`config.mk`:
```
export PLATFORM = sky130hd
export DESIGN_NAME = regulator_command_register_bank
export DESIGN_NICKNAME = d
export VERILOG_FILES = /design/src/shared/regbank_pkg.sv /design/src/core/regulator_command_register_bank.sv
export SDC_FILE = /design/constraint.sdc
export NUM_CORES = 1
export LEC_CHECK = 0
export ABC_AREA = 1
export BUFFER_PORTS_ARGS = -buffer_cell sky130_fd_sc_hd__clkbuf_2
export CORE_MARGIN = 5
export CORE_UTILIZATION = 35
export CTS_CLUSTER_SIZE = 25
export DETAILED_ROUTE_END_ITERATION = 6
export HOLD_SLACK_MARGIN = 0.08
export MAX_ROUTING_LAYER = met4
export PLACE_DENSITY_LB_ADDON = 0.05
export SLEW_MARGIN = 20
export SYNTH_ARGS = -nofsm -noshare
export SYNTH_HDL_FRONTEND = slang
export SYNTH_SLANG_ARGS = --single-unit
```
`constraint.sdc`:
```
create_clock -name mclk_i -period 1.5 [get_ports mclk_i]
set_input_delay 0.15 -clock mclk_i [delete_from_list [all_inputs] [get_ports mclk_i]]
set_output_delay 0.15 -clock mclk_i [all_outputs]
set_load 0.01 [all_outputs]
```
`src/shared/regbank_pkg.sv`:
```
// Constants for the regulator command register bank: command codes, field positions, reset values.
// Assumes a serial front end that has already split traffic into command-code reads and byte writes.
// What this block does
// A voltage-monitor warning event sets bit 2 of the alert status byte.
// A voltage-monitor fault event sets bit 1 of the alert status byte.
// Command 0x8B reads back the two-byte output voltage measurement in VID format.
// Command 0x8C reads back the two-byte output current measurement in linear format.
// Command 0xDD reads back the two-byte maximum load current taken from the maximum-current pin.
// Writing one to bit 1 of command 0xD0 returns every register except the lock bit to its power-on value.
// That register reset request is ignored while the lock bit is already set.
// Writing one to bit 0 of command 0xD0 locks the limit settings so that lockable registers reject writes.
// Once set, the lock cannot be cleared by any write and lasts until power is cycled.
// After every startup the slew field, bits 7:5 of command 0xD6, is loaded from the soft-start pin code.
// After startup the host may overwrite the slew field and the new rate is then used.
// Slew code 000 selects 0.125mV/us and each code step doubles the rate up to 16mV/us.
// Reserved bits read as zero and writes to them have no effect.
// Writes to read-only command codes leave their contents unchanged.
package regbank_pkg;

  localparam logic [7:0] CMD_ALERT_STATUS   = 8'h80;
  localparam logic [7:0] CMD_VOUT_READBACK  = 8'h8B;
  localparam logic [7:0] CMD_IOUT_READBACK  = 8'h8C;
  localparam logic [7:0] CMD_MAKER_CODE     = 8'h99;
  localparam logic [7:0] CMD_MODEL_CODE     = 8'h9A;
  localparam logic [7:0] CMD_REVISION_CODE  = 8'h9B;
  localparam logic [7:0] CMD_LOCK_RESET     = 8'hD0;
  localparam logic [7:0] CMD_SLEW_CONTROL   = 8'hD6;
  localparam logic [7:0] CMD_MAX_CURRENT    = 8'hDD;

  localparam int WARN_FLAG_BIT  = 2;
  localparam int FAULT_FLAG_BIT = 1;
  localparam int LOCK_BIT       = 0;
  localparam int SOFT_RESET_BIT = 1;
  localparam int SLEW_MSB       = 7;
  localparam int SLEW_LSB       = 5;
  localparam int SLEW_WIDTH     = SLEW_MSB - SLEW_LSB + 1;

  localparam logic [15:0] READBACK_RESET = 16'h0000;
  localparam logic [15:0] UNMAPPED_READ  = 16'h0000;
  // Rate unit is 0.125mV/us; code 0 gives one unit
  localparam logic [7:0]  SLEW_RATE_BASE = 8'h01;

endpackage

```
`src/core/regulator_command_register_bank.sv`:
```
// Register bank for the alert status, readback, identification, lock/reset and slew commands.
// Assumes reads and writes arrive as one-cycle strobes with a command code, synchronous to mclk_i.
`timescale 1ns/1ps
`default_nettype none
module regulator_command_register_bank
  import regbank_pkg::*;
#(
  parameter logic [7:0]  MAKER_CODE    = 8'h5C,    // Value arbitrary
  parameter logic [15:0] MODEL_CODE    = 16'h7E42, // Value arbitrary
  parameter logic [7:0]  REVISION_CODE = 8'h03     // Value arbitrary
) (
  input  wire logic                  mclk_i,
  input  wire logic                  sys_rst_i,
  input  wire logic                  rd_req_i,
  input  wire logic                  wr_req_i,
  input  wire logic [7:0]            cmd_i,
  input  wire logic [7:0]            wr_data_i,
  input  wire logic                  monitor_warning_i,
  input  wire logic                  monitor_fault_i,
  input  wire logic [15:0]           vout_meas_i,
  input  wire logic [15:0]           iout_meas_i,
  input  wire logic [15:0]           max_current_pin_i,
  input  wire logic [SLEW_WIDTH-1:0] soft_start_slew_i,
  output logic                       rd_valid_o,
  output logic [15:0]                rd_data_o,
  output logic                       wr_reject_o,
  output logic                       lock_o,
  output logic [SLEW_WIDTH-1:0]      slew_code_o,
  output logic [7:0]                 slew_rate_o
);

  typedef struct packed {
    logic                  started;
    logic                  warn_flag;
    logic                  fault_flag;
    logic [15:0]           vout;
    logic [15:0]           iout;
    logic [15:0]           max_current;
    logic                  lock;
    logic [SLEW_WIDTH-1:0] slew;
    logic [7:0]            slew_rate;
    logic                  rd_valid;
    logic [15:0]           rd_data;
    logic                  wr_reject;
  } state_type;

  state_type state_reg;
  state_type state_next;

  // Doubling per code step from the 0.125mV/us base
  function automatic logic [7:0] slew_rate_of(input logic [SLEW_WIDTH-1:0] code);
    slew_rate_of = SLEW_RATE_BASE << code;
  endfunction

  function automatic logic [15:0] read_value(input state_type s, input logic [7:0] cmd);
    unique case (cmd)
      CMD_ALERT_STATUS:  read_value = {13'h0000, s.warn_flag, s.fault_flag, 1'b0};
      CMD_VOUT_READBACK: read_value = s.vout;
      CMD_IOUT_READBACK: read_value = s.iout;
      CMD_MAKER_CODE:    read_value = {8'h00, MAKER_CODE};
      CMD_MODEL_CODE:    read_value = MODEL_CODE;
      CMD_REVISION_CODE: read_value = {8'h00, REVISION_CODE};
      CMD_LOCK_RESET:    read_value = {15'h0000, s.lock};
      CMD_SLEW_CONTROL:  read_value = {8'h00, s.slew, 5'h00};
      CMD_MAX_CURRENT:   read_value = s.max_current;
      default:           read_value = UNMAPPED_READ;
    endcase
  endfunction

  always_comb begin
    state_next           = state_reg;
    state_next.rd_valid  = 1'b0;
    state_next.wr_reject = 1'b0;
    // Measurements follow the monitors every cycle except a soft reset cycle, which loads READBACK_RESET
    state_next.vout = vout_meas_i;
    state_next.iout = iout_meas_i;
    // Straps are caught on the first clock after reset release
    if (!state_reg.started) begin
      state_next.started     = 1'b1;
      state_next.slew        = soft_start_slew_i;
      state_next.max_current = max_current_pin_i;
    end
    if (rd_req_i) begin
      state_next.rd_valid = 1'b1;
      state_next.rd_data  = read_value(state_reg, cmd_i);
    end
    if (wr_req_i) begin
      unique case (cmd_i)
        CMD_LOCK_RESET: begin
          if (wr_data_i[SOFT_RESET_BIT] && !state_reg.lock) begin
            state_next.warn_flag   = 1'b0;
            state_next.fault_flag  = 1'b0;
            state_next.slew        = soft_start_slew_i;
            state_next.max_current = max_current_pin_i;
            state_next.vout        = READBACK_RESET;
            state_next.iout        = READBACK_RESET;
          end
          if (wr_data_i[LOCK_BIT]) begin
            state_next.lock = 1'b1;
          end
        end
        CMD_SLEW_CONTROL: begin
          if (state_reg.lock) begin
            state_next.wr_reject = 1'b1;
          end else begin
            state_next.slew = wr_data_i[SLEW_MSB:SLEW_LSB];
          end
        end
        default: state_next.wr_reject = 1'b1;
      endcase
    end
    // Set wins over a same-cycle soft reset
    if (monitor_warning_i) begin
      state_next.warn_flag = 1'b1;
    end
    if (monitor_fault_i) begin
      state_next.fault_flag = 1'b1;
    end
    state_next.slew_rate = slew_rate_of(state_next.slew);
  end

  always_ff @(posedge mclk_i) begin
    if (sys_rst_i) begin
      state_reg <= '0;
    end else begin
      state_reg <= state_next;
    end
  end

  assign rd_valid_o  = state_reg.rd_valid;
  assign rd_data_o   = state_reg.rd_data;
  assign wr_reject_o = state_reg.wr_reject;
  assign lock_o      = state_reg.lock;
  assign slew_code_o = state_reg.slew;
  assign slew_rate_o = state_reg.slew_rate;

endmodule
`default_nettype wire

```
==> results_dict.tcl, run 1 <==
set metrics [dict create \
    vdd_drop_max_mv 0.403 \
    synth_top_family_by_area "simple AND/OR/NAND/NOR gates" \
    cts_setup_buffers 0 \
    vias 3375 \
    setup_viol 0 \
    postSynthCellCount 497 \
    route.met2.wl_um 4180 \
    slowest_stage "dfxtp_4" \
    numCtsBuffers 9 \
    synth_fa_ha_area_share_pct 0 \
    synthXorXnorAreaFrac_pct 0 \
    clock_latency_ns 0.34 \
    fin_nets 699 \
    initial_utilization_pct 35.4 \
    grt_util_all_layers_pct 16.2 \
    cp-startpoint "state_reg[80]" \
    crit_path_cell_trace "or2_2, nand3_1, nand3_1, nand2_1, nand2_1, nand2_1, inv_1, nand2_1, nor2_1" \
    routed_wl_um 9490 \
    cp_slowest_stage_delay_ns 0.38 \
    cts_buffer_depth 2 \
    r2r_start "state_reg[80]" \
    r2r-end "slew_rate_o[4]" \
    crit_type "reg -> reg" \
    synth_area_per_cell_um2 7.21 \
    core-area_um2 10100 \
    outcome "completed" \
    fin_crit_sh_pct 89.6 \
    tritoncts "yes" \
    worstMarginPinSlew_ns 0.507 \
    p_leak_uw 0.00242 \
    arrival_ns 1.57 \
    gp_congestion 0.824 \
    synthesis.area_um2 3580 \
    critical_path.endpoint_type "flop" \
    synth_most_common_cell "nand2_1" \
    slew_headroom_pct 66.2 \
    yosys.area.top_type_share_pct 45.2 \
    cp-endpoint "slew_rate_o[4]" \
    met3_length_um 479 \
    fp.dieH_um 111 \
    yosysSeqAreaShare_pct 45.2 \
    die_x_um 111 \
    avgViaCountPerCell 4.40 \
    grt_max_degree 51 \
    setup_tns_ns 0 \
    met1Wirelength_um 4740 \
    ys_seq_elements 81 \
    synth_mux_area_share_pct 0 \
    r2r_cells 9 \
    finalHoldViolCount 0 \
    max_freq_mhz 744 \
    critPathRequiredTime_ns 1.73 \
    grt_pass1_wl_um 15800 \
    grt_pass1_vias 3267 \
    drc_errors 0 \
    r2r_slack_ns 0.16 \
    syn_nets 570 \
    rsz0062_at_grt "no" \
    synth-main-ff-cell "dfxtp_1" \
    yosysTopAreaCell "dfxtp_1" \
    detailedRoute.firstIterationViolations 135 \
    topRoutingLayerUsed "met4" \
    largest_reg_flops 51 \
    ys_warn_count 0 \
    first_pass_iters 4 \
    crit_top_cell "nand2_1" \
    synth_area_leaders "dfxtp_1 45%, nand2_1 11%, nand3_1 11%" \
    n_antenna_cell 0 \
    powerDensity_nw_per_um2 915 \
    syn2layout_area_growth_pct 34.8 \
    cts_root_buf "clkbuf_8" \
    antenna_found_initial 0 \
    synth-edff-count 0 \
    htreeDepth 3 \
    wl_per_cell_um 12.4 \
    period_minus_slack_ns 1.34 \
    fp-row-count 37 \
    dp_slack_ns 0.0650 \
    dieArea_um2 12400 \
    clock_skew_ns 0.0138 \
    crit_path_max_fanout 9 \
    netlist_top_cells_count "109 x nand2_1, 81 x dfxtp_1, 77 x nand3_1" \
    final_max_slew_viol_count 0 \
    hold_path.class "in -> reg" \
    hold_slack_ns 0.104 \
    async_flop_share_pct 0 \
    ys_types 25 \
    fin_total_pwr_uw 4420 \
    drv_cap 0 \
    dp_hpwl_um 6920 \
    portBuffers 99 \
    drive_above_1_share_pct 25.7 \
    startpoint_type "flop" \
    yosys.area_share.simple_pct 33.4 \
    overflow 0 \
    cts.clk_slew.worst_paths_ns 0.09 \
    io_pins 103 \
    ant_nets 0 \
    synth_compound_area_share_pct 6.14 \
    clock_sinks 81 \
    fin_ws_ns 0.157 \
]
## repair_timing
item                                    in CTS  in global routing
hold buffers                                50                  0
resized for setup                            0                 12
hold endpoints to repair                    50                  0
endpoints found under the setup margin       0                 24
## power breakdown
part	internal [uW]	leakage, uW	total [uW]	switching [uW]
clock	818	0.0000949	1620	805
sequential	2250	0.000669	2290	39.1
combinational	257	0.00166	515	258
## routing by layer
| layer | vias up | global-route usage [%] |
|---|---|---|
| li1 | 1797 | - |
| met1 | 1498 | 22.4 |
| met2 | 71 | 24.3 |
| met4 | 0 | 4.14 |
| met3 | 9 | 3.17 |
| met5 | - | - |
## stage by stage
step / cell area, um^2 / util (%) / instances
after floorplan: 3580 / - / 497
after global placement: 4120 / 40.6 / 701
after detailed placement: 4120 / 40.6 / 701
after CTS: 4820 / 47.6 / 767
after global routing: 4830 / 47.7 / 767
final: 4830 / 47.7 / 767
## area by class of cell
cell class                 count  area, um^2
clock inverter                 6        66.3
multi-input combinational    307        1420
inverter                      59         224
timing repair buffer         168        1190
clock buffer                  10         138
tap                          136         170
sequential                    81        1630
fill                        1027        5310
## cells by family (layout without fill, tap and decap cells)
logic type             count (synthesis)  in the layout
AOI/OAI and AO/OA                     44             44
buffers and inverters                109            243
DFF                                   81             81
and+or+nand+nor                      263            263
## worst max-delay path, delay by kind of cell (launching register included)
| family | cells | cell delay, ns |
|---|---|---|
| buffers and inverters | 1 | 0.07 |
| DFF | 1 | 0.38 |
| and+or+nand+nor | 8 | 0.78 |
## placed cells by master, fill, tap and decap left out, types with 11 or more instances in the layout
cell type,Yosys,routed
dfxtp_1,81,79
buf_4,30,15
o21ai_1,8,12
nand3_1,77,77
nor2_1,44,44
dlygate4sd3_1,0,50
nor2_2,15,15
o21ai_0,15,11
a21oi_1,21,21
nand2_1,109,108
inv_1,55,53
clkbuf_2,0,99
## how the worst min path moves through the flow
| stage | depth (start not counted) | slack, ns | from | end |
|---|---|---|---|---|
| floorplan | 1 | 0.22 | sys_rst_i | lock_o |
| global placement | 3 | 0.36 | vout_meas_i[6] | state_reg[68] |
| detailed placement | 3 | 0.36 | iout_meas_i[2] | state_reg[48] |
| CTS | 3 | 0.09 | max_current_pin_i[5] | state_reg[35] |
| global route | 3 | 0.14 | max_current_pin_i[5] | state_reg[35] |
| finish | 3 | 0.10 | max_current_pin_i[5] | state_reg[35] |
No activity file was read; power rests on OpenSTA's default activity.
==> inputs of run 2 (changes only) <==
--- a/config.mk
+++ b/config.mk
@@ -8,11 +8,11 @@
 export ABC_AREA = 1
 export BUFFER_PORTS_ARGS = -buffer_cell sky130_fd_sc_hd__clkbuf_2
 export CORE_MARGIN = 5
-export CORE_UTILIZATION = 35
+export CORE_UTILIZATION = 54
+export CTS_BUF_LIST = sky130_fd_sc_hd__clkbuf_2 sky130_fd_sc_hd__clkbuf_4 sky130_fd_sc_hd__clkbuf_8
 export CTS_CLUSTER_SIZE = 25
 export DETAILED_ROUTE_END_ITERATION = 6
 export HOLD_SLACK_MARGIN = 0.08
-export MAX_ROUTING_LAYER = met4
 export PLACE_DENSITY_LB_ADDON = 0.05
 export SLEW_MARGIN = 20
 export SYNTH_ARGS = -nofsm -noshare
==> results_dict.tcl, run 2 (synthesized netlist as in run 1, its figures left out) <==
set metrics [dict create \
    fin_total_pwr_uw 4360 \
    io_pins 103 \
    fin_nets 697 \
    numCtsBuffers 9 \
    portBuffers 99 \
    clock_skew_ns 0.00881 \
    comb_power_share_pct 11.8 \
    setup_tns_ns 0 \
    dp_hpwl_um 6100 \
    grt_util_all_layers_pct 22.2 \
    drc_errors 0 \
    critPathRequiredTime_ns 1.78 \
    grt_pass1_vias 3261 \
    overflow 0 \
    cts_buffer_depth 2 \
    crit_type "reg -> reg" \
    cp_slowest_stage_delay_ns 0.36 \
    cp-startpoint "lock_o" \
    powerDensity_nw_per_um2 924 \
    first_pass_iters 5 \
    max_freq_mhz 701 \
    cts_root_buf "clkbuf_8" \
    detailedRoute.firstIterationViolations 199 \
    critical_path.endpoint_type "flop" \
    power.switching_uw 1070 \
    final_cell_area_um2 4720 \
    vdd_drop_max_mv 1.06 \
    gp_congestion 0.835 \
    min_path_cells 3 \
    crit_path_max_fanout 16 \
    worst-path-buf-inv 3 \
    pwr-share-clk_pct 35.8 \
    setup_viol 0 \
    vias 3448 \
    clock_latency_ns 0.35 \
    tritoncts "yes" \
    cts.clk_slew.worst_paths_ns 0.09 \
    clock_sinks 81 \
    grt_max_degree 53 \
    grt_pass1_wl_um 15100 \
    slew_headroom_pct 65.0 \
    placed_area_um2 4010 \
    outcome "completed" \
    avgViaCountPerCell 4.88 \
    hold_path.class "in -> reg" \
    largest_reg_flops 51 \
    wl_per_cell_um 13.1 \
    final_max_slew_viol_count 0 \
    fin_util_pct 74.0 \
    syn2layout_area_growth_pct 31.8 \
    crit_top_cell "inv_2" \
    initial_utilization_pct 56.1 \
    ant_nets 0 \
    r2r-end "state_reg[40]" \
    hold_path_end "wr_reject_o" \
    drv_cap 0 \
    final_common_cell "nand2_1" \
    core-area_um2 6390 \
    internal_power_uw 3290 \
    cts_setup_buffers 0 \
    htreeDepth 3 \
    drive_above_1_share_pct 25.0 \
    p_leak_uw 0.00241 \
    path_depth 8 \
    switching_share_pct 24.5 \
    r2r_cells 8 \
    fin_crit_sh_pct 95.1 \
    dieArea_um2 8370 \
    min_from "wr_req_i" \
    r2r_slack_ns 0.07 \
    slowest_stage "dfxtp_1" \
    crit_family "buffers and inverters" \
    antenna_found_initial 0 \
    fp-row-count 29 \
    fillers 517 \
    worstMarginPinSlew_ns 0.525 \
    finalHoldViolCount 0 \
    fp.dieH_um 91.5 \
    arrival_ns 1.71 \
    r2r_start "lock_o" \
    crit_path_cell_trace "inv_2, nand2_1, inv_2, nand3_4, nand2_4, inv_2, o21ai_0, nor2_1" \
    pwr-share-seq_pct 52.4 \
    routed_wl_um 9260 \
    startpoint_type "flop" \
    n_antenna_cell 0 \
    period_minus_slack_ns 1.43 \
    die_x_um 91.5 \
    rsz0062_at_grt "no" \
    final_cell_mix "108 x nand2_1, 99 x clkbuf_2, 80 x dfxtp_1, 77 x nand3_1, 54 x inv_1" \
]
[run 2: worst max path at each step]
stage                      to  slack, ns
6_report        state_reg[40]       0.07
5_1_grt         state_reg[40]      0.006
4_1_cts        slew_rate_o[6]       0.07
3_5_place_dp   slew_rate_o[6]       0.06
3_3_place_gp   slew_rate_o[6]       0.11
2_1_floorplan   state_reg[39]       0.16
[run 2: routing by layer]
metal	part of all wire, %	track usage, %
met1	44	29.5
met2	47	35.4
met3	7.6	5.79
met4	1.9	6.72
met5	0	0
[run 2: worst min-delay path, cell delays in order]
cell	delay, ns
clkbuf_2	0.16
nand2_1	0.10
a21oi_1	0.04
[run 2: repair_timing]
action | in CTS | in global routing
setup endpoints to repair | 0 | 13
hold buffers | 51 | 0
gates resized for setup | 0 | 5
endpoints found under the hold margin | 51 | 0
[run 2: metrics by stage]
step,std cells,hold slack (ns),worst slack [ns]
after floorplan,497,0.219,0.155
after global placement,639,0.359,0.107
after detailed placement,639,0.363,0.0551
after CTS,706,0.141,0.0727
after global routing,706,0.159,0.00577
final,706,0.152,0.0737
[run 2: power by group through the flow]
stage          combinational (uW)  clock (uW)  sequential (uW)
6_report                      516        1560             2290
3_5_place_dp                  399           0             2340
2_1_floorplan                 250           0             2320
5_1_grt                       570        1700             2300
4_1_cts                       503        1590             2290
3_3_place_gp                  392           0             2330
[run 2: final cells by class]
cell class	count	area (um^2)	share of cell area [%]
flip-flops and latches	81	1620	34.4
multi-input cells	307	1420	30.1
repair buffers	166	1160	24.6
inverters	59	221	4.69
clock buffers	10	131	2.78
well taps	77	96.3	2.04
clock inverters	6	67.6	1.43
==> inputs of run 3 (changes only) <==
--- a/config.mk
+++ b/config.mk
@@ -5,10 +5,10 @@
 export SDC_FILE = /design/constraint.sdc
 export NUM_CORES = 1
 export LEC_CHECK = 0
-export ABC_AREA = 1
+export ABC_CLOCK_PERIOD_IN_PS = 1500
 export BUFFER_PORTS_ARGS = -buffer_cell sky130_fd_sc_hd__clkbuf_2
 export CORE_MARGIN = 5
-export CORE_UTILIZATION = 54
+export CORE_UTILIZATION = 53
 export CTS_BUF_LIST = sky130_fd_sc_hd__clkbuf_2 sky130_fd_sc_hd__clkbuf_4 sky130_fd_sc_hd__clkbuf_8
 export CTS_CLUSTER_SIZE = 25
 export DETAILED_ROUTE_END_ITERATION = 6
==> results_dict.tcl, run 3 <==
set metrics [dict create \
    cts_buffer_depth 2 \
    crit_top_cell "buf_6" \
    n_antenna_cell 0 \
    ys_seq_elements 81 \
    largest_reg_flops 51 \
    final_cell_mix "97 x clkbuf_2, 79 x dfxtp_1, 52 x buf_4, 51 x dlygate4sd3_1, 49 x nand2_1" \
    syn2layout_area_growth_pct 49.9 \
    worst-path-buf-inv 4 \
    crit_type "in -> reg" \
    final_cells 616 \
    p_leak_uw 0.00229 \
    gp_congestion 0.898 \
    numCtsBuffers 9 \
    period_minus_slack_ns 1.55 \
    detailedRoute.firstIterationViolations 309 \
    min_path_cells 3 \
    max_freq_mhz 647 \
    rsz0062_at_grt "yes" \
    drive_above_1_share_pct 40.4 \
    dp_cells 542 \
    initial_utilization_pct 53.8 \
    antenna_found_initial 0 \
    drv_cap 0 \
    final_max_slew_viol_count 0 \
    powerDensity_nw_per_um2 955 \
    r2r_slack_ns -0.02 \
    critical_path.endpoint_type "flop" \
    slowest_stage "or4b_4" \
    synth-main-ff-cell "dfxtp_1" \
    overflow 0 \
    synth_compound_area_share_pct 16.9 \
    async_flop_share_pct 0 \
    hold_path_end "wr_reject_o" \
    fp-row-count 29 \
    cts_root_buf "clkbuf_8" \
    fin_util_pct 80.6 \
    synth_most_common_cell "dfxtp_1" \
    core-area_um2 6280 \
    portBuffers 99 \
    dieArea_um2 8070 \
    vdd_drop_max_mv 0.833 \
    r2r-end "slew_rate_o[0]" \
    crit_family "simple AND/OR/NAND/NOR gates" \
    hold_path.class "in -> reg" \
    ant_nets 0 \
    clock_skew_ns 0.0122 \
    critPathRequiredTime_ns 1.77 \
    postSynthCellCount 371 \
    yosysTopAreaCell "dfxtp_1" \
    startpoint_type "input port" \
    netlist_top_cells_count "81 x dfxtp_1, 52 x nand2_1, 34 x and3_1" \
    arrival_ns 1.82 \
    grt_pass1_vias 3393 \
    synth_mux_area_share_pct 2.15 \
    ys_warn_count 0 \
    htreeDepth 3 \
    fin_total_pwr_uw 4830 \
    final_common_cell "clkbuf_2" \
    setup_viol 11 \
    ys_types 49 \
    clock_latency_ns 0.36 \
    synth_area_per_cell_um2 9.11 \
    first_pass_iters 5 \
    avgViaCountPerCell 5.61 \
    die_x_um 89.8 \
    cts.clk_slew.worst_paths_ns 0.09 \
    tritoncts "yes" \
    synthesis.area_um2 3380 \
    fp.dieH_um 89.8 \
    synth_fa_ha_area_share_pct 0 \
    io_pins 103 \
    synth_top_family_by_area "simple AND/OR/NAND/NOR gates" \
    fin_ws_ns -0.0465 \
    drc_errors 0 \
    wl_per_cell_um 17.5 \
    r2r_cells 5 \
    yosysSeqAreaShare_pct 48.0 \
    fin_crit_sh_pct 103 \
    grt_util_all_layers_pct 25.5 \
    crit_path_max_fanout 8 \
    finalHoldViolCount 0 \
    worstMarginPinSlew_ns 0.489 \
    dp_hpwl_um 6830 \
    grt_pass1_wl_um 16700 \
    synthXorXnorAreaFrac_pct 0 \
    fillers 413 \
    yosys.area.top_type_share_pct 48.0 \
    synth-edff-count 0 \
    crit_path_cell_trace "buf_6, or4b_4, buf_6, buf_4, nor2b_4, buf_6, a22oi_1, a311oi_2" \
    outcome "finished with violations" \
    routed_wl_um 10800 \
    vias 3458 \
    syn_nets 444 \
    setup_tns_ns -0.230 \
    cp_slowest_stage_delay_ns 0.54 \
    clock_sinks 81 \
    synth_area_leaders "dfxtp_1 48%, and3_1 6.3%, buf_4 6.0%" \
    grt_max_degree 32 \
    failed_checks "negative setup slack" \
    slew_headroom_pct 67.3 \
    yosys.area_share.simple_pct 23.2 \
    r2r_start "state_reg[80]" \
    fin_nets 607 \
    min_from "wr_req_i" \
]
run 3: repair_timing:
action | CTS | global route
endpoints found under the setup margin | 14 | 42
hold buffers | 51 | 0
cloned | 1 | 1
gates resized for setup | 20 | 32
pin swaps | 16 | 12
endpoints found under the hold margin | 51 | 0
setup buffers | 6 | 0
run 3: worst max path at each step:
| stage | from | end | slack (ns) | depth (start not counted) |
|---|---|---|---|---|
| final | cmd_i[6] | rd_data_o[4] | -0.05 | 8 |
| after global routing | cmd_i[6] | rd_data_o[4] | -0.08 | 8 |
| after CTS | cmd_i[6] | rd_data_o[12] | -0.05 | 8 |
| after detailed placement | cmd_i[4] | rd_data_o[6] | -0.43 | 6 |
| after global placement | cmd_i[4] | rd_data_o[2] | -0.38 | 6 |
| after floorplan | cmd_i[4] | rd_data_o[2] | -0.28 | 5 |
run 3: cell type report:
cell class | instances | area [um^2] | area share (%)
flip-flops and latches | 81 | 1630 | 32.2
multi-input cells | 231 | 1620 | 32.0
repair buffers | 207 | 1470 | 29.1
clock buffers | 9 | 124 | 2.45
clock inverters | 7 | 106 | 2.10
well taps | 77 | 96.3 | 1.90
inverters | 4 | 15.0 | 0.297
run 3: cells by family after synthesis:
family                 Yosys count
multiplexers                     7
AND/OR/NAND/NOR                147
buffers and inverters           59
AO/OA/AOI/OAI                   77
flip-flops                      81
run 3: worst reg2reg max path, stage by stage (launching register included):
cell,delay (ns)
dfxtp_4,0.37
mux2_4,0.31
mux2i_1,0.17
o21ai_1,0.11
or3_4,0.38
nor3_2,0.12
run 3: metrics by stage:
stage	setup slack (ns)	cell area, um^2	hold slack (ns)
global route	-0.0803	5060	0.121
global placement	-0.379	4050	0.356
finish	-0.0465	5060	0.103
detailed placement	-0.433	4050	0.366
CTS	-0.0494	4940	0.0834
floorplan	-0.281	3430	0.267
run 3: report_power, final:
part           internal, uW  switching [uW]
Combinational           361             314
Clock                   970             872
Sequential             2260            58.5
Total                  3590            1250
run 3: metal layers:
metal / global-route usage [%] / up-vias / routed length [um]
li1: - / 1635 / -
met1: 32.2 / 1627 / 4540
met2: 42.1 / 170 / 5240
met3: 5.34 / 26 / 768
met4: 10.6 / 0 / 240
met5: 0 / - / 0
